**config.mk**
```make
export PLATFORM = sky130hd
export DESIGN_NAME = bcd_decoder
export DESIGN_NICKNAME = d
export VERILOG_FILES = /design/src/bcd_table.v /design/src/bcd_cnt.v /design/src/bcd_decoder.v
export VERILOG_INCLUDE_DIRS = /design/src
export SDC_FILE = /design/constraint.sdc
export NUM_CORES = 1
export LEC_CHECK = 0
export ABC_AREA = 1
export BUFFER_PORTS_ARGS = -buffer_cell sky130_fd_sc_hd__buf_2
export CORE_UTILIZATION = 43
export CTS_CLUSTER_SIZE = 40
export DETAILED_ROUTE_END_ITERATION = 12
export SYNTH_ARGS = -nofsm -noshare
export SYNTH_HDL_FRONTEND = slang
export SYNTH_HIERARCHICAL = 1
export SYNTH_SLANG_ARGS = --single-unit
```
**constraint.sdc**
```tcl
create_clock -name clk -period 3.9 [get_ports clk]
set_clock_uncertainty 0.1 [all_clocks]
set_input_delay 0 -clock clk [delete_from_list [all_inputs] [get_ports clk]]
set_output_delay 0 -clock clk [all_outputs]
set_load 0.005 [all_outputs]
```
**src/bcd_defs.vh**
```
// Opcode, length and timing constants for the byte core opcode decoder.
`ifndef BCD_DEFS_VH
`define BCD_DEFS_VH

// ----------------------------------------------------------------------
// Instruction classes
// ----------------------------------------------------------------------
`define BCD_CLS_ILLEGAL 5'h00
`define BCD_CLS_ADD 5'h01
`define BCD_CLS_ADD_CY 5'h02
`define BCD_CLS_SUB 5'h03
`define BCD_CLS_AND 5'h04
`define BCD_CLS_OR 5'h05
`define BCD_CLS_XOR 5'h06
`define BCD_CLS_ACC_UNARY 5'h07
`define BCD_CLS_MOVE 5'h08
`define BCD_CLS_PTR_LOAD 5'h09
`define BCD_CLS_CODE_READ 5'h0A
`define BCD_CLS_EXT_READ 5'h0B
`define BCD_CLS_EXT_WRITE 5'h0C
`define BCD_CLS_PUSH 5'h0D
`define BCD_CLS_POP 5'h0E
`define BCD_CLS_EXCH 5'h0F
`define BCD_CLS_MUL 5'h10
`define BCD_CLS_DIV 5'h11
`define BCD_CLS_DEC_ADJ 5'h12
`define BCD_CLS_MISC 5'h13

// ----------------------------------------------------------------------
// Operand source codes
// ----------------------------------------------------------------------
`define BCD_SRC_NONE 3'h0
`define BCD_SRC_REG 3'h1
`define BCD_SRC_DIR 3'h2
`define BCD_SRC_IND 3'h3
`define BCD_SRC_IMM 3'h4
`define BCD_SRC_ACC 3'h5

// ----------------------------------------------------------------------
// Destination codes
// ----------------------------------------------------------------------
`define BCD_DST_ACC 3'h0
`define BCD_DST_REG 3'h1
`define BCD_DST_DIR 3'h2
`define BCD_DST_IND 3'h3
`define BCD_DST_PTR 3'h4
`define BCD_DST_EXT 3'h5

// ----------------------------------------------------------------------
// Lengths and cycle counts
// ----------------------------------------------------------------------
`define BCD_LEN_1 2'h1
`define BCD_LEN_2 2'h2
`define BCD_LEN_3 2'h3
`define BCD_CYC_1 3'h1
`define BCD_CYC_2 3'h2
`define BCD_CYC_4 3'h4
`define BCD_CYC_ONE_LEFT 3'h1
`define BCD_BYTES_ZERO 2'h0
`define BCD_BYTES_ONE 2'h1

// ----------------------------------------------------------------------
// Opcode field helpers
// ----------------------------------------------------------------------
`define BCD_RSEL_LSB 0
`define BCD_RSEL_MSB 2
`define BCD_ISEL_BIT 0
`define BCD_RESET_PC 16'h0000
`define BCD_OPC_NOP 8'h00

`endif

```
**src/bcd_table.v**
```verilog
// Opcode decode table: class, source, destination, length and cycles.
`timescale 1ns/1ps
`include "bcd_defs.vh"

module bcd_table (
  opcode,
  cls,
  src,
  dst,
  len,
  cyc,
  legal
);
  input wire [7:0] opcode;
  output reg [4:0] cls;
  output reg [2:0] src;
  output reg [2:0] dst;
  output reg [1:0] len;
  output reg [2:0] cyc;
  output reg legal;

  // --------------------------------------------------------------------
  // Table lookup
  // --------------------------------------------------------------------
  // Each opcode maps to one row; unlisted opcodes are flagged illegal.
  always @* begin
    cls = `BCD_CLS_ILLEGAL;
    src = `BCD_SRC_NONE;
    dst = `BCD_DST_ACC;
    len = `BCD_LEN_1;
    cyc = `BCD_CYC_1;
    legal = 1'b1;
    casez (opcode)
      8'b0010_1???: begin cls = `BCD_CLS_ADD; src = `BCD_SRC_REG; end
      8'h25: begin cls = `BCD_CLS_ADD; src = `BCD_SRC_DIR; len = `BCD_LEN_2; end
      8'b0010_011?: begin cls = `BCD_CLS_ADD; src = `BCD_SRC_IND; end
      8'h24: begin cls = `BCD_CLS_ADD; src = `BCD_SRC_IMM; len = `BCD_LEN_2; end
      8'b0011_1???: begin cls = `BCD_CLS_ADD_CY; src = `BCD_SRC_REG; end
      8'h35: begin cls = `BCD_CLS_ADD_CY; src = `BCD_SRC_DIR; len = `BCD_LEN_2; end
      8'b0011_011?: begin cls = `BCD_CLS_ADD_CY; src = `BCD_SRC_IND; end
      8'h34: begin cls = `BCD_CLS_ADD_CY; src = `BCD_SRC_IMM; len = `BCD_LEN_2; end
      8'b1001_1???: begin cls = `BCD_CLS_SUB; src = `BCD_SRC_REG; end
      8'h95: begin cls = `BCD_CLS_SUB; src = `BCD_SRC_DIR; len = `BCD_LEN_2; end
      8'b1001_011?: begin cls = `BCD_CLS_SUB; src = `BCD_SRC_IND; end
      8'h94: begin cls = `BCD_CLS_SUB; src = `BCD_SRC_IMM; len = `BCD_LEN_2; end
      8'b0101_1???: begin cls = `BCD_CLS_AND; src = `BCD_SRC_REG; end
      8'h55: begin cls = `BCD_CLS_AND; src = `BCD_SRC_DIR; len = `BCD_LEN_2; end
      8'b0101_011?: begin cls = `BCD_CLS_AND; src = `BCD_SRC_IND; end
      8'h54: begin cls = `BCD_CLS_AND; src = `BCD_SRC_IMM; len = `BCD_LEN_2; end
      8'h52: begin cls = `BCD_CLS_AND; src = `BCD_SRC_ACC; dst = `BCD_DST_DIR; len = `BCD_LEN_2; end
      8'h53: begin
        cls = `BCD_CLS_AND; src = `BCD_SRC_IMM; dst = `BCD_DST_DIR; len = `BCD_LEN_3; cyc = `BCD_CYC_2;
      end
      8'b0100_1???: begin cls = `BCD_CLS_OR; src = `BCD_SRC_REG; end
      8'h45: begin cls = `BCD_CLS_OR; src = `BCD_SRC_DIR; len = `BCD_LEN_2; end
      8'b0100_011?: begin cls = `BCD_CLS_OR; src = `BCD_SRC_IND; end
      8'h44: begin cls = `BCD_CLS_OR; src = `BCD_SRC_IMM; len = `BCD_LEN_2; end
      8'h42: begin cls = `BCD_CLS_OR; src = `BCD_SRC_ACC; dst = `BCD_DST_DIR; len = `BCD_LEN_2; end
      8'h43: begin
        cls = `BCD_CLS_OR; src = `BCD_SRC_IMM; dst = `BCD_DST_DIR; len = `BCD_LEN_3; cyc = `BCD_CYC_2;
      end
      8'b0110_1???: begin cls = `BCD_CLS_XOR; src = `BCD_SRC_REG; end
      8'h65: begin cls = `BCD_CLS_XOR; src = `BCD_SRC_DIR; len = `BCD_LEN_2; end
      8'b0110_011?: begin cls = `BCD_CLS_XOR; src = `BCD_SRC_IND; end
      8'h64: begin cls = `BCD_CLS_XOR; src = `BCD_SRC_IMM; len = `BCD_LEN_2; end
      8'h62: begin cls = `BCD_CLS_XOR; src = `BCD_SRC_ACC; dst = `BCD_DST_DIR; len = `BCD_LEN_2; end
      8'h63: begin
        cls = `BCD_CLS_XOR; src = `BCD_SRC_IMM; dst = `BCD_DST_DIR; len = `BCD_LEN_3; cyc = `BCD_CYC_2;
      end
      8'h23, 8'h33, 8'hE4, 8'hF4, 8'hC4: begin cls = `BCD_CLS_ACC_UNARY; src = `BCD_SRC_ACC; end
      8'h03, 8'h13: begin cls = `BCD_CLS_ACC_UNARY; src = `BCD_SRC_ACC; end
      8'b0111_1???: begin cls = `BCD_CLS_MOVE; src = `BCD_SRC_IMM; dst = `BCD_DST_REG; len = `BCD_LEN_2; end
      8'b1111_1???: begin cls = `BCD_CLS_MOVE; src = `BCD_SRC_ACC; dst = `BCD_DST_REG; end
      8'b1010_1???: begin
        cls = `BCD_CLS_MOVE; src = `BCD_SRC_DIR; dst = `BCD_DST_REG; len = `BCD_LEN_2; cyc = `BCD_CYC_2;
      end
      8'b1000_1???: begin
        cls = `BCD_CLS_MOVE; src = `BCD_SRC_REG; dst = `BCD_DST_DIR; len = `BCD_LEN_2; cyc = `BCD_CYC_2;
      end
      8'h85: begin
        cls = `BCD_CLS_MOVE; src = `BCD_SRC_DIR; dst = `BCD_DST_DIR; len = `BCD_LEN_3; cyc = `BCD_CYC_2;
      end
      8'h75: begin
        cls = `BCD_CLS_MOVE; src = `BCD_SRC_IMM; dst = `BCD_DST_DIR; len = `BCD_LEN_3; cyc = `BCD_CYC_2;
      end
      8'b1010_011?: begin
        cls = `BCD_CLS_MOVE; src = `BCD_SRC_DIR; dst = `BCD_DST_IND; len = `BCD_LEN_2; cyc = `BCD_CYC_2;
      end
      8'b0111_011?: begin cls = `BCD_CLS_MOVE; src = `BCD_SRC_IMM; dst = `BCD_DST_IND; len = `BCD_LEN_2; end
      8'b1111_011?: begin cls = `BCD_CLS_MOVE; src = `BCD_SRC_ACC; dst = `BCD_DST_IND; end
      8'h90: begin
        cls = `BCD_CLS_PTR_LOAD; src = `BCD_SRC_IMM; dst = `BCD_DST_PTR; len = `BCD_LEN_3; cyc = `BCD_CYC_2;
      end
      8'h93: begin cls = `BCD_CLS_CODE_READ; src = `BCD_SRC_ACC; cyc = `BCD_CYC_2; end
      8'hE0: begin cls = `BCD_CLS_EXT_READ; cyc = `BCD_CYC_2; end
      8'hF0: begin cls = `BCD_CLS_EXT_WRITE; src = `BCD_SRC_ACC; dst = `BCD_DST_EXT; cyc = `BCD_CYC_2; end
      8'b1110_001?: begin cls = `BCD_CLS_EXT_READ; src = `BCD_SRC_IND; cyc = `BCD_CYC_2; end
      8'b1111_001?: begin cls = `BCD_CLS_EXT_WRITE; src = `BCD_SRC_ACC; dst = `BCD_DST_EXT; cyc = `BCD_CYC_2; end
      8'hC0: begin cls = `BCD_CLS_PUSH; src = `BCD_SRC_DIR; len = `BCD_LEN_2; cyc = `BCD_CYC_2; end
      8'hD0: begin cls = `BCD_CLS_POP; dst = `BCD_DST_DIR; len = `BCD_LEN_2; cyc = `BCD_CYC_2; end
      8'b1100_1???: begin cls = `BCD_CLS_EXCH; src = `BCD_SRC_REG; end
      8'hC5: begin cls = `BCD_CLS_EXCH; src = `BCD_SRC_DIR; len = `BCD_LEN_2; end
      8'b1100_011?: begin cls = `BCD_CLS_EXCH; src = `BCD_SRC_IND; end
      8'hA4: begin cls = `BCD_CLS_MUL; src = `BCD_SRC_ACC; cyc = `BCD_CYC_4; end
      8'h84: begin cls = `BCD_CLS_DIV; src = `BCD_SRC_ACC; cyc = `BCD_CYC_4; end
      8'hD4: begin cls = `BCD_CLS_DEC_ADJ; src = `BCD_SRC_ACC; end
      // No operation.
      `BCD_OPC_NOP: begin cls = `BCD_CLS_MISC; end
      default: begin legal = 1'b0; end
    endcase
  end

endmodule // bcd_table

```
**src/bcd_cnt.v**
```verilog
// Loadable down counter used for byte fetch and cycle timing.
`timescale 1ns/1ps

module bcd_cnt #(
  parameter W = 3
) (
  clk,
  rst_b,
  load,
  load_val,
  dec,
  count_q
);
  input wire clk;
  input wire rst_b;
  input wire load;
  input wire [W-1:0] load_val;
  input wire dec;
  output reg [W-1:0] count_q;

  // --------------------------------------------------------------------
  // Counter
  // --------------------------------------------------------------------
  // Load wins over decrement; the counter stops at zero.
  always @(posedge clk or negedge rst_b) begin
    if (!rst_b) begin
      count_q <= {W{1'b0}};
    end else if (load) begin
      count_q <= load_val;
    end else if (dec && (count_q != {W{1'b0}})) begin
      count_q <= count_q - {{(W-1){1'b0}}, 1'b1};
    end
  end

endmodule // bcd_cnt

```
**src/bcd_decoder.v**
```verilog
// Top of the byte core opcode decoder: fetch sequencing and decode outputs.
`timescale 1ns/1ps
`include "bcd_defs.vh"

module bcd_decoder #(
  parameter PC_W = 16
) (
  clk,
  rst_b,
  prog_data,
  prog_valid,
  prog_addr,
  prog_req,
  exec_valid,
  exec_opcode,
  exec_class,
  exec_src,
  exec_dst,
  exec_len,
  exec_cycles,
  exec_reg_sel,
  exec_operand1,
  exec_operand2,
  exec_illegal,
  busy
);
  input wire clk;
  input wire rst_b;
  input wire [7:0] prog_data;
  input wire prog_valid;
  output reg [PC_W-1:0] prog_addr;
  output reg prog_req;
  output reg exec_valid;
  output reg [7:0] exec_opcode;
  output reg [4:0] exec_class;
  output reg [2:0] exec_src;
  output reg [2:0] exec_dst;
  output reg [1:0] exec_len;
  output reg [2:0] exec_cycles;
  output reg [2:0] exec_reg_sel;
  output reg [7:0] exec_operand1;
  output reg [7:0] exec_operand2;
  output reg exec_illegal;
  output reg busy;

  // --------------------------------------------------------------------
  // States
  // --------------------------------------------------------------------
  localparam [1:0] ST_OPCODE = 2'b00;
  localparam [1:0] ST_OPERAND = 2'b01;
  localparam [1:0] ST_EXEC = 2'b10;

  reg [1:0] state_q; // Sequencer state.
  reg [1:0] state_d; // Next sequencer state.
  reg [7:0] opc_q; // Opcode being handled.
  reg [1:0] byte_idx_q; // Operand bytes already taken.
  wire [4:0] tbl_cls; // Class from the table.
  wire [2:0] tbl_src; // Source from the table.
  wire [2:0] tbl_dst; // Destination from the table.
  wire [1:0] tbl_len; // Length from the table.
  wire [2:0] tbl_cyc; // Cycle count from the table.
  wire tbl_legal; // Opcode is known.
  wire [1:0] bytes_left; // Operand bytes still to fetch.
  wire [2:0] cyc_left; // Execute cycles still to run.
  wire take_byte; // A program byte is accepted this cycle.
  wire op_load; // Load operand counter.
  wire cyc_load; // Load cycle counter.

  // --------------------------------------------------------------------
  // Decode table and counters
  // --------------------------------------------------------------------
  // The table looks at the byte on the bus while waiting for an opcode,
  // and at the held opcode otherwise.
  bcd_table u_table (
    .opcode((state_q == ST_OPCODE) ? prog_data : opc_q),
    .cls(tbl_cls),
    .src(tbl_src),
    .dst(tbl_dst),
    .len(tbl_len),
    .cyc(tbl_cyc),
    .legal(tbl_legal)
  );

  assign take_byte = prog_req && prog_valid;
  assign op_load = (state_q == ST_OPCODE) && take_byte;
  assign cyc_load = (state_d == ST_EXEC) && (state_q != ST_EXEC);

  // Operand bytes remaining: length less the opcode byte.
  bcd_cnt #(.W(2)) u_op_cnt (
    .clk(clk),
    .rst_b(rst_b),
    .load(op_load),
    .load_val(tbl_len - `BCD_BYTES_ONE),
    .dec((state_q == ST_OPERAND) && take_byte),
    .count_q(bytes_left)
  );

  // Execute cycles remaining for the current instruction.
  bcd_cnt #(.W(3)) u_cyc_cnt (
    .clk(clk),
    .rst_b(rst_b),
    .load(cyc_load),
    .load_val(tbl_cyc),
    .dec(state_q == ST_EXEC),
    .count_q(cyc_left)
  );

  // --------------------------------------------------------------------
  // Next state
  // --------------------------------------------------------------------
  // Opcode, then any operand bytes, then the execute cycles. Illegal
  // opcodes go straight to execute as one cycle with the illegal flag.
  always @* begin
    state_d = state_q;
    case (state_q)
      ST_OPCODE: begin
        if (take_byte) begin
          if (tbl_legal && (tbl_len != `BCD_LEN_1)) begin
            state_d = ST_OPERAND;
          end else begin
            state_d = ST_EXEC;
          end
        end
      end
      ST_OPERAND: begin
        if (take_byte && (bytes_left == `BCD_BYTES_ONE)) begin
          state_d = ST_EXEC;
        end
      end
      ST_EXEC: begin
        if (cyc_left == `BCD_CYC_ONE_LEFT) begin
          state_d = ST_OPCODE;
        end
      end
      default: begin
        state_d = ST_OPCODE;
      end
    endcase
  end

  // --------------------------------------------------------------------
  // Sequencer registers
  // --------------------------------------------------------------------
  // Holds state, opcode, program address and fetch request.
  always @(posedge clk or negedge rst_b) begin
    if (!rst_b) begin
      state_q <= ST_OPCODE;
      opc_q <= `BCD_OPC_NOP;
      byte_idx_q <= `BCD_BYTES_ZERO;
      prog_addr <= `BCD_RESET_PC;
      prog_req <= 1'b1;
      busy <= 1'b0;
    end else begin
      state_q <= state_d;
      // Each accepted byte moves the program address on by one.
      if (take_byte) begin
        prog_addr <= prog_addr + {{(PC_W-1){1'b0}}, 1'b1};
      end
      if (op_load) begin
        opc_q <= prog_data;
        byte_idx_q <= `BCD_BYTES_ZERO;
      end else if ((state_q == ST_OPERAND) && take_byte) begin
        byte_idx_q <= byte_idx_q + `BCD_BYTES_ONE;
      end
      // Fetching stops for the execute phase and resumes after it.
      prog_req <= (state_d != ST_EXEC);
      busy <= (state_d != ST_OPCODE);
    end
  end

  // --------------------------------------------------------------------
  // Decode outputs
  // --------------------------------------------------------------------
  // Fields are captured with the opcode and operands, then exec_valid
  // pulses for one cycle at the start of execution.
  always @(posedge clk or negedge rst_b) begin
    if (!rst_b) begin
      exec_valid <= 1'b0;
      exec_opcode <= `BCD_OPC_NOP;
      exec_class <= `BCD_CLS_ILLEGAL;
      exec_src <= `BCD_SRC_NONE;
      exec_dst <= `BCD_DST_ACC;
      exec_len <= `BCD_LEN_1;
      exec_cycles <= `BCD_CYC_1;
      exec_reg_sel <= 3'h0;
      exec_operand1 <= 8'h00;
      exec_operand2 <= 8'h00;
      exec_illegal <= 1'b0;
    end else begin
      exec_valid <= cyc_load;
      if (op_load) begin
        exec_opcode <= prog_data;
        exec_class <= tbl_cls;
        exec_src <= tbl_src;
        exec_dst <= tbl_dst;
        exec_len <= tbl_len;
        exec_cycles <= tbl_cyc;
        // Register and indirect forms alike take bits 2..0 of the opcode.
        exec_reg_sel <= prog_data[`BCD_RSEL_MSB:`BCD_RSEL_LSB];
        exec_illegal <= !tbl_legal;
        exec_operand1 <= 8'h00;
        exec_operand2 <= 8'h00;
      end else if ((state_q == ST_OPERAND) && take_byte) begin
        if (byte_idx_q == `BCD_BYTES_ZERO) begin
          exec_operand1 <= prog_data;
        end else begin
          exec_operand2 <= prog_data;
        end
      end
    end
  end

endmodule // bcd_decoder

```
==> results of run 1 <==
-- cell families (layout without fill, tap and decap cells) --
group | count (synthesis) | in the layout
fa+ha+maj | 6 | 6
simple gates | 390 | 390
buf+inv | 95 | 196
compound gates | 72 | 72
xor+xnor | 10 | 10
flops | 69 | 69
-- per-layer routing --
metal	vias up	share of wire [%]	track usage, %
met2	148	45	39.4
li1	2197	-	-
met5	-	0	0
met4	0	5.2	16.1
met1	2017	45	32.0
met3	41	4.5	4.77
-- Yosys cell counts, types with 5 or more instances --
master / n
sky130_fd_sc_hd__nand2_1: 225
sky130_fd_sc_hd__nand4_1: 9
sky130_fd_sc_hd__nand3_1: 36
sky130_fd_sc_hd__o21ai_1: 27
sky130_fd_sc_hd__inv_1: 71
sky130_fd_sc_hd__inv_2: 10
sky130_fd_sc_hd__xor2_1: 6
sky130_fd_sc_hd__nand2_2: 5
sky130_fd_sc_hd__nor2_2: 7
sky130_fd_sc_hd__nor2_4: 6
sky130_fd_sc_hd__dfrtp_1: 66
sky130_fd_sc_hd__a21oi_1: 8
sky130_fd_sc_hd__o21ai_0: 25
sky130_fd_sc_hd__buf_4: 6
sky130_fd_sc_hd__o21ai_2: 9
sky130_fd_sc_hd__nand2_4: 5
sky130_fd_sc_hd__nor2_1: 83
sky130_fd_sc_hd__ha_1: 6
-- power by group --
part	total, mW	leakage (nW)	internal [mW]	switching, mW
Clock	0.623	0.107	0.357	0.265
Sequential	1.18	0.875	0.993	0.188
Combinational	2.63	2.04	0.883	1.75
Total	4.43	3.02	2.23	2.20
-- state kept, by name, summed over array words and instances, names as in the netlist, 3 cells and up --
register and cells:
exec_class 5, exec_cycles 3, exec_dst 3, exec_opcode 8
exec_operand1 8, exec_operand2 8, exec_src 3, prog_addr 16
u_cyc_cnt/count_q 3
-- final cells by class --
class	instances	area, um2
Fill cell	1011	4540
Multi-Input combinational cell	478	2330
Sequential cell	69	1730
Timing Repair Buffer	97	571
Inverter	82	313
Tap cell	133	166
Clock buffer	11	131
Clock inverter	5	75.1
Timing Repair inverter	1	7.51
-- timing repair --
| item | in CTS | in global routing |
|---|---|---|
| setup buffers | 0 | 4 |
| resized for setup | 0 | 23 |
| endpoints found under the setup margin | 0 | 3 |
| hold endpoints to repair | 66 | 0 |
| hold buffers | 10 | 0 |
-- worst max path at each step --
stage                           from                    to  slack (ns)  cells after the start
after floorplan           state_q[1]  u_cyc_cnt/count_q[2]        0.37                     22
after global placement    state_q[1]  u_cyc_cnt/count_q[1]        0.20                     21
after detailed placement  state_q[1]  u_cyc_cnt/count_q[1]        0.05                     21
after CTS                 state_q[1]  u_cyc_cnt/count_q[1]        0.03                     20
after global routing      state_q[0]  u_cyc_cnt/count_q[1]        0.03                     22
final                     state_q[0]  u_cyc_cnt/count_q[0]        0.36                     19
-- per-stage QoR --
| step | util [%] | power [mW] |
|---|---|---|
| after floorplan | - | 2.89 |
| after global placement | 49.9 | 3.65 |
| after detailed placement | 49.9 | 3.67 |
| after CTS | 53.0 | 4.32 |
| after global routing | 54.0 | 4.86 |
| final | 54.0 | 4.43 |
==> impl_metrics.ini, run 1 <==
[outcome]
status = finished clean

[cts]
tritoncts = done
worstSkewPairLatency_ns = 0.34
clock_tree.buffer_depth = 2
cts_root_buffer = sky130_fd_sc_hd__clkbuf_8
cts_buffer_count = 9
ctsHtreeMaxLevel = 3
clkSinkCount = 69
worst_setup_hold_path_clk_slew_ns = 0.07

[logic_synthesis]
adder_cell_share_of_the_synthesized_area_pct = 1.70
synth_edf_count = 0
sequential_cell_area_fraction_in_the_yosys_report_pct = 39.2
ys_dominant_reg_cell = sky130_fd_sc_hd__dfrtp_1
synthCells = 642
yosysTopAreaCell = sky130_fd_sc_hd__dfrtp_1
main_combinational_cell_family_by_area_after_synthesis = simple AND/OR/NAND/NOR gates
yosys_warnings = 6
synthesis.nets = 659
synth.distinct_cells = 33
synth_top_cells_by_area = sky130_fd_sc_hd__dfrtp_1, sky130_fd_sc_hd__nand2_1, sky130_fd_sc_hd__nor2_1
mappedNetlistArea_mm2 = 0.00442
async_flop_share_pct = 100
yosys_register_bits = 69
post_synth_xor_area_fraction_pct = 1.98
compound_gate_fraction_of_synth_area_pct = 9.09
post_synth_and_or_nand_nor_area_fraction_pct = 38.8
netlist.area_leader.share_pct = 37.4
synthMuxAreaShare_pct = 0
syn-mean-instance-area_um2 = 6.88

[setup_path]
maximum_net_fanout_on_the_critical_path = 9
crit-reg2reg-launch = state_q[0]
cp_data_required_time_ns = 4.08
worstReg2RegEnd = u_cyc_cnt/count_q[0]
critical_path.top_delay_family = simple AND/OR/NAND/NOR gates
cp_num_buf_inv = 3
worst_path_most_repeated_cell = sky130_fd_sc_hd__nand2_1
worst-r2r-cell-count = 19
cp_slowest_cell = sky130_fd_sc_hd__dfrtp_1
ff2ff_setup_slack_ns = 0.36
critical_path_arrival_ns = 3.72
cpPeakStageDelay_ns = 0.44
setup.worst_path.end_class = flop
setup.worst_path.start_class = flop
crit_path_cell_trace = nor2_4 -> clkinvlp_4 -> buf_4 -> o21ai_2 -> nand2_1 -> nor2_4 -> o21ai_1 -> nand3_1 -> nor2_1 -> and2_1 -> ha_1 -> nor2_1 -> nor2_1 -> nand3b_4 -> nand2_1 -> inv_2 -> o21ai_0 -> nand2_1 -> nand2_1
critPathKind = flop to flop

[sta]
timing.max_slew.rel_slack_pct = 38.2
fin_hold_viols = 0
max_slew.worst_pin.slew_ns = 0.926
fin_worst_hold_slack_ns = 0.233
timing.final.setup_violations = 0
min_period_over_period_pct = 90.7
fin_tns_setup_ns = 0
grt_setup_unrepaired = false
period_needed_ns = 3.54
setup_slack_of_the_critical_path_after_layout_ns = 0.362
max_freq_ghz = 0.283
maxSlewViolCount = 0

[floorplanning]
die_width_um = 103
start_util_pct = 44.8
standard_cell_rows = 36
die_h_um = 103
floorplan.io_pins = 74
floorplan.core_area_mm2 = 0.00986
area_of_the_die_mm2 = 0.0107

[placement]
place_inst = 845
detailedPlacementHpwl_um = 9780
place_area_mm2 = 0.00493
finalWeightedCongestion = 0.995
place_ws_ns = 0.0491
port-buffer-count = 73

[global_route]
grt_use_total_pct = 25.2
vias_in_the_first_global_route = 4018
wire_length_of_the_first_global_routing_pass_um = 20300
grt_max_degree = 47
antenna_violations_before_repair = 0
global_route.overflow_total = 0

[routing]
drt_pass1_iterations = 5
routed_wire_per_std_cell_um = 14.5
finalWirelength_um = 12700
antenna_violating_nets_post_route = 0
initialDrtViolationCount = 203
vias = 4403
number_of_remaining_drc_errors = 0
routed_via_density = 5.03

[pwr]
p_leak_nw = 3.02
power-per-cell-area_mw_per_mm2 = 832
vdd.ir_drop.worst_uv = 377

[layout]
fin_area_mm2 = 0.00533
nNetsFinal = 755
final_common_cell = sky130_fd_sc_hd__nand2_1
layout-area-overhead-vs-synth_pct = 20.6
final_cell_mix = sky130_fd_sc_hd__nand2_1, sky130_fd_sc_hd__nor2_1, sky130_fd_sc_hd__buf_2, sky130_fd_sc_hd__inv_1, sky130_fd_sc_hd__dfrtp_1
diodes = 0
final_layout_size_suffix_gt1_share_pct = 22.5
final-instance-count-excl-fill = 876

[run]
max_cap_violations = 0

[hold_path]
min_path_type = primary input to asynchronous set/reset pin
Power figures use the tool's default switching activity.
==> inputs of run 2 (changes only) <==
Settings changed: CORE_MARGIN set to 2.
==> run 2 against run 1 <==
Largest cell class unchanged. Non-clock buffer count stayed put. Count of clock-buffer cells in the layout up 1. Clock power decreased by 17%. Wire length shrank 1.6%. Worst hold slack got worse by 0.022 ns. Global-route usage shrank 1.8 points. Critical path type unchanged. Fmax decreased by 2.6%. Critical path depth increased by 5. Final area down 0.99%. Sequential share of layout area is 0.32 points higher. Setup slack got worse by 0.095 ns.
==> impl_metrics.ini, run 2 (synthesis gave the netlist of run 1 again) <==
[routing]
initialDrtViolationCount = 265
vias = 4428
drt_pass1_iterations = 5
routed_via_density = 5.04
routed_wire_per_std_cell_um = 14.2
antenna_violating_nets_post_route = 0
finalWirelength_um = 12500
number_of_remaining_drc_errors = 0

[global_route]
grt_use_total_pct = 23.5
global_route.overflow_total = 0
grt_max_degree = 47
vias_in_the_first_global_route = 4335
antenna_violations_before_repair = 0
wire_length_of_the_first_global_routing_pass_um = 20700

[floorplanning]
area_of_the_die_mm2 = 0.0111
start_util_pct = 43.6
die_width_um = 105
die_h_um = 105
standard_cell_rows = 37
floorplan.io_pins = 74
floorplan.core_area_mm2 = 0.0101

[setup_path]
critical_path_arrival_ns = 3.78
critPathKind = flop to flop
setup.worst_path.start_class = flop
setup.worst_path.end_class = flop
cp_data_required_time_ns = 4.05
maximum_net_fanout_on_the_critical_path = 16

[layout]
final_cell_mix = sky130_fd_sc_hd__nand2_1, sky130_fd_sc_hd__nor2_1, sky130_fd_sc_hd__buf_2, sky130_fd_sc_hd__inv_1, sky130_fd_sc_hd__dfrtp_1
nNetsFinal = 754
fin_area_mm2 = 0.00528
diodes = 0
combined_area_of_the_multi_input_logic_cells_mm2 = 0.00231
fillCellCount = 1034
final_common_cell = sky130_fd_sc_hd__nand2_1
layout-area-overhead-vs-synth_pct = 19.4
final-instance-count-excl-fill = 878
final_layout_size_suffix_gt1_share_pct = 21.6
largest_reg_flops = 16
area.sequential_mm2 = 0.00173
largest-register = prog_addr

[sta]
maxSlewViolCount = 0
min_period_over_period_pct = 93.2
timing.max_slew.rel_slack_pct = 40.2
fin_hold_viols = 0
max_freq_ghz = 0.275
fin_worst_hold_slack_ns = 0.211
timing.final.setup_violations = 0
setup_slack_of_the_critical_path_after_layout_ns = 0.266
max_slew.worst_pin.slew_ns = 0.897
period_needed_ns = 3.63

[cts]
cts_root_buffer = sky130_fd_sc_hd__clkbuf_8
tritoncts = done
cts_buffer_count = 9
clock_tree.buffer_depth = 2
worst_setup_hold_path_clk_slew_ns = 0.08
ctsHtreeMaxLevel = 3
worstSkewPairLatency_ns = 0.35
clkSinkCount = 69

[pwr]
power-per-cell-area_mw_per_mm2 = 818
finalPower_mw = 4.31
vdd.ir_drop.worst_uv = 283
p_leak_nw = 3.00

[run]
max_cap_violations = 0

[placement]
place_area_mm2 = 0.00494
finalWeightedCongestion = 0.942
port-buffer-count = 73
place_ws_ns = 0.197
detailedPlacementHpwl_um = 9650
place_inst = 850

[hold_path]
min_path_type = primary input to asynchronous set/reset pin

[outcome]
status = finished clean
## run 2: cell types whose count changed in the layout (fill, tap and decap cells not counted), sizes merged
cell | previous run | this run
clkinv | 4 | 3
clkinvlp | 2 | 3
clkbuf | 11 | 12
bufinv | 2 | 0
## run 2: final cells by class
class	count	area share (%)
well taps	136	3.23
clock inverters	4	0.474
multi-input cells	478	43.8
clock buffers	12	2.75
inverters	82	5.93
flip-flops and latches	69	32.8
repair buffers	97	11.1
## run 2: where the power goes
part | internal (mW) | total, mW | switching (mW)
registers | 0.992 | 1.18 | 0.187
logic | 0.912 | 2.61 | 1.70
clock network | 0.246 | 0.520 | 0.273
total | 2.15 | 4.31 | 2.16
## run 2: layer usage
metal,up-vias,share of wire (%),global-route usage [%]
met5,-,0,0
met4,0,4.7,12.3
met3,41,4.6,4.14
met2,136,47,38.3
met1,2056,44,29.6
li1,2195,-,-
## run 2: final timing paths
kind	startpoint	endpoint	slack, ns	depth (start not counted)
worst max-delay path	state_q[1]	u_cyc_cnt/count_q[2]	0.27	24
worst min-delay path	rst_b	exec_operand2[4]	0.21	2
worst max register to register	state_q[1]	u_cyc_cnt/count_q[2]	0.27	24
worst min register to register	exec_cycles[0]	exec_cycles[0]	0.37	2
max in group asynchronous	rst_b	exec_cycles[0]	2.53	3
min in group clk	exec_cycles[0]	exec_cycles[0]	0.37	2
## run 2: timing repair
| item | in CTS | in global routing |
|---|---|---|
| endpoints found under the hold margin | 65 | 0 |
| buffers inserted | 0 | 2 |
| gates resized for setup | 0 | 12 |
| endpoints found under the setup margin | 0 | 3 |
| hold buffers | 10 | 0 |
## run 2: through the flow
| step | utilization [%] | TNS (ns) |
|---|---|---|
| 2_1_floorplan | - | 0 |
| 3_3_place_gp | 48.8 | 0 |
| 3_5_place_dp | 48.8 | 0 |
| 4_1_cts | 51.4 | 0 |
| 5_1_grt | 52.0 | -0.0358 |
| 6_report | 52.0 | 0 |
## run 2: critical path, stage by stage, from the launching register on
cell and delay [ns]:
sky130_fd_sc_hd__dfrtp_1 0.46, sky130_fd_sc_hd__nor2_4 0.19, sky130_fd_sc_hd__clkinvlp_4 0.12, sky130_fd_sc_hd__buf_12 0.15
sky130_fd_sc_hd__nand2_1 0.05, sky130_fd_sc_hd__o21ai_1 0.08, sky130_fd_sc_hd__inv_2 0.17, sky130_fd_sc_hd__nand2_1 0.17
sky130_fd_sc_hd__nor2_4 0.23, sky130_fd_sc_hd__nand2_1 0.14, sky130_fd_sc_hd__nor2_1 0.24, sky130_fd_sc_hd__nor2_1 0.08
sky130_fd_sc_hd__nand2_1 0.06, sky130_fd_sc_hd__nor2_1 0.05, sky130_fd_sc_hd__and2_1 0.18, sky130_fd_sc_hd__ha_1 0.19
sky130_fd_sc_hd__nor2_1 0.13, sky130_fd_sc_hd__nor2_1 0.07, sky130_fd_sc_hd__nand3b_4 0.18, sky130_fd_sc_hd__nand2_1 0.07
sky130_fd_sc_hd__inv_1 0.11, sky130_fd_sc_hd__inv_2 0.11, sky130_fd_sc_hd__nand2_2 0.07, sky130_fd_sc_hd__nand2_1 0.08
sky130_fd_sc_hd__nand2_1 0.05
==> inputs of run 3 (changes only) <==
Clock period 3.9 ns to 3.8 ns, I/O delays scaled along.
==> run 3 against run 2 <==
Utilization increased by 1.4 points. Setup slack improved by 0.016 ns. Sequential cell count unchanged. Final area increased by 2.8%. Combinational power increased by 8.4%. Sequential power about the same. Worst hold slack improved by 0.025 ns. Via count increased by 1.6%. Non-clock buffer count increased by 12. Die area unchanged. Sequential share of layout area decreased by 0.85 points. Count of clock-buffer cells in the layout increased by 1. Critical path type unchanged. Largest cell class unchanged. Highest routed layer unchanged.
==> impl_metrics.ini, run 3 (synthesis gave the netlist of run 1 again) <==
[outcome]
status = finished clean

[setup_path]
critical_path_arrival_ns = 3.65
worstReg2RegEnd = u_cyc_cnt/count_q[0]
maximum_net_fanout_on_the_critical_path = 8
crit_path_cell_trace = nor2_4 -> clkinvlp_4 -> clkbuf_4 -> nand2_1 -> o21ai_1 -> buf_4 -> nor2_2 -> inv_2 -> nor2_1 -> nand2_1 -> nand3_1 -> nor2_1 -> and2_1 -> ha_1 -> nor2_2 -> nor2_1 -> nand3b_4 -> nand2_1 -> inv_2 -> inv_2 -> nand2_2 -> nand2_1 -> nand2_1
cpPeakStageDelay_ns = 0.43
critPathKind = flop to flop
critical_path.top_delay_family = simple AND/OR/NAND/NOR gates
cp_data_required_time_ns = 3.94
cp_num_buf_inv = 6
worst-r2r-cell-count = 23
setup.worst_path.start_class = flop
setup.worst_path.end_class = flop
ff2ff_setup_slack_ns = 0.28
crit-reg2reg-launch = state_q[0]
worst_path_most_repeated_cell = sky130_fd_sc_hd__nand2_1
cp_slowest_cell = sky130_fd_sc_hd__dfrtp_1

[placement]
port-buffer-count = 73
detailedPlacementHpwl_um = 9720
place_inst = 856
finalWeightedCongestion = 0.969

[layout]
final_common_cell = sky130_fd_sc_hd__nand2_1
area.sequential_mm2 = 0.00173
fillCellCount = 1020
largest_reg_flops = 16
final-instance-count-excl-fill = 891
largest-register = prog_addr
final_layout_size_suffix_gt1_share_pct = 23.8
layout-area-overhead-vs-synth_pct = 22.7
nNetsFinal = 767
diodes = 0
combined_area_of_the_multi_input_logic_cells_mm2 = 0.00233
final_cell_mix = sky130_fd_sc_hd__nand2_1, sky130_fd_sc_hd__nor2_1, sky130_fd_sc_hd__buf_2, sky130_fd_sc_hd__inv_1, sky130_fd_sc_hd__dfrtp_1

[sta]
max_freq_ghz = 0.284
maxSlewViolCount = 0
max_slew.worst_pin.slew_ns = 0.909
fin_tns_setup_ns = 0
fin_worst_hold_slack_ns = 0.237
period_needed_ns = 3.52
min_period_over_period_pct = 92.6
timing.final.setup_violations = 0
fin_hold_viols = 0
timing.max_slew.rel_slack_pct = 39.4

[floorplanning]
die_h_um = 105
floorplan.io_pins = 74
floorplan.core_area_mm2 = 0.0101
die_width_um = 105
start_util_pct = 43.6
area_of_the_die_mm2 = 0.0111
standard_cell_rows = 37

[cts]
tritoncts = done
cts_buffer_count = 9
worst_setup_hold_path_clk_slew_ns = 0.07
worstSkewPairLatency_ns = 0.34
clkSinkCount = 69
ctsHtreeMaxLevel = 3
clock_tree.buffer_depth = 2
cts_root_buffer = sky130_fd_sc_hd__clkbuf_8

[global_route]
global_route.overflow_total = 0
grt_max_degree = 47
grt_use_total_pct = 23.6
antenna_violations_before_repair = 0
wire_length_of_the_first_global_routing_pass_um = 20800
vias_in_the_first_global_route = 4339

[routing]
antenna_violating_nets_post_route = 0
drt_pass1_iterations = 5
number_of_remaining_drc_errors = 0
routed_wire_per_std_cell_um = 14.3
finalWirelength_um = 12800
routed_via_density = 5.05
vias = 4497
initialDrtViolationCount = 279

[pwr]
vdd.ir_drop.worst_uv = 368
p_leak_nw = 3.07
power-per-cell-area_mw_per_mm2 = 862

[run]
max_cap_violations = 0

[hold_path]
min_path_type = primary input to asynchronous set/reset pin
run 3: changes by cell type in the layout (fill, tap and decap cells not counted), sizes merged:
cell    delta
clkbuf     +2
bufinv     +1
clkinv     -1
buf       +11
run 3: metal layers:
layer | share of wire (%) | routed length (um) | global-route usage [%] | vias to the layer above
li1 | - | - | - | 2221
met1 | 42 | 5310 | 28.8 | 2023
met2 | 47 | 5940 | 38.4 | 197
met3 | 5.9 | 749 | 4.21 | 56
met4 | 6.0 | 772 | 15.0 | 0
met5 | 0 | 0 | 0 | -
run 3: power by group:
part	internal, mW	switching, mW
logic	1.01	1.82
registers	1.02	0.190
clock network	0.356	0.276
run 3: worst max path at each step:
stage               start                   end  depth (start not counted)
4_1_cts        state_q[1]  u_cyc_cnt/count_q[0]                         24
5_1_grt        state_q[1]  u_cyc_cnt/count_q[0]                         25
3_3_place_gp   state_q[1]  u_cyc_cnt/count_q[1]                         21
2_1_floorplan  state_q[1]  u_cyc_cnt/count_q[2]                         22
6_report       state_q[0]  u_cyc_cnt/count_q[0]                         23
3_5_place_dp   state_q[1]  u_cyc_cnt/count_q[0]                         21
run 3: timing repair:
item                       4_1_cts  5_1_grt
setup buffers                    0        8
cloned                           0        1
setup endpoints to repair        3        4
hold buffers                    10        0
gates resized for setup          1       23
pin swaps                        0        2
hold endpoints to repair        65        0
run 3: worst register-to-register path, cell delays in order (launching register included):
cell and delay (ns):
sky130_fd_sc_hd__dfrtp_1 0.43, sky130_fd_sc_hd__nor2_4 0.20, sky130_fd_sc_hd__clkinvlp_4 0.18, sky130_fd_sc_hd__clkbuf_4 0.21, sky130_fd_sc_hd__nand2_1 0.06, sky130_fd_sc_hd__o21ai_1 0.06
sky130_fd_sc_hd__buf_4 0.17, sky130_fd_sc_hd__nor2_2 0.19, sky130_fd_sc_hd__inv_2 0.09, sky130_fd_sc_hd__nor2_1 0.21, sky130_fd_sc_hd__nand2_1 0.15, sky130_fd_sc_hd__nand3_1 0.12
sky130_fd_sc_hd__nor2_1 0.06, sky130_fd_sc_hd__and2_1 0.17, sky130_fd_sc_hd__ha_1 0.21, sky130_fd_sc_hd__nor2_2 0.12, sky130_fd_sc_hd__nor2_1 0.05, sky130_fd_sc_hd__nand3b_4 0.18
sky130_fd_sc_hd__nand2_1 0.09, sky130_fd_sc_hd__inv_2 0.07, sky130_fd_sc_hd__inv_2 0.09, sky130_fd_sc_hd__nand2_2 0.08, sky130_fd_sc_hd__nand2_1 0.08, sky130_fd_sc_hd__nand2_1 0.05
run 3: stage by stage:
stage                     util (%)  total power, mW  setup WS (ns)  area, um2
final                         53.5             4.67          0.283       5420
after global routing          53.5             5.08        -0.0238       5420
after CTS                     52.3             4.48          0.108       5310
after detailed placement      49.2             3.81        -0.0681       4990
after global placement        49.2             3.82        -0.0994       4990
after floorplan                  -             2.96          0.271       4420
run 3: layout make-up:
cell class,count,area share [%]
inverters,82,5.77
flip-flops and latches,69,31.9
repair buffers,109,12.2
clock inverters,3,0.785
clock buffers,13,3.12
multi-input cells,478,43.0
repair inverters,1,0.0923
well taps,136,3.14
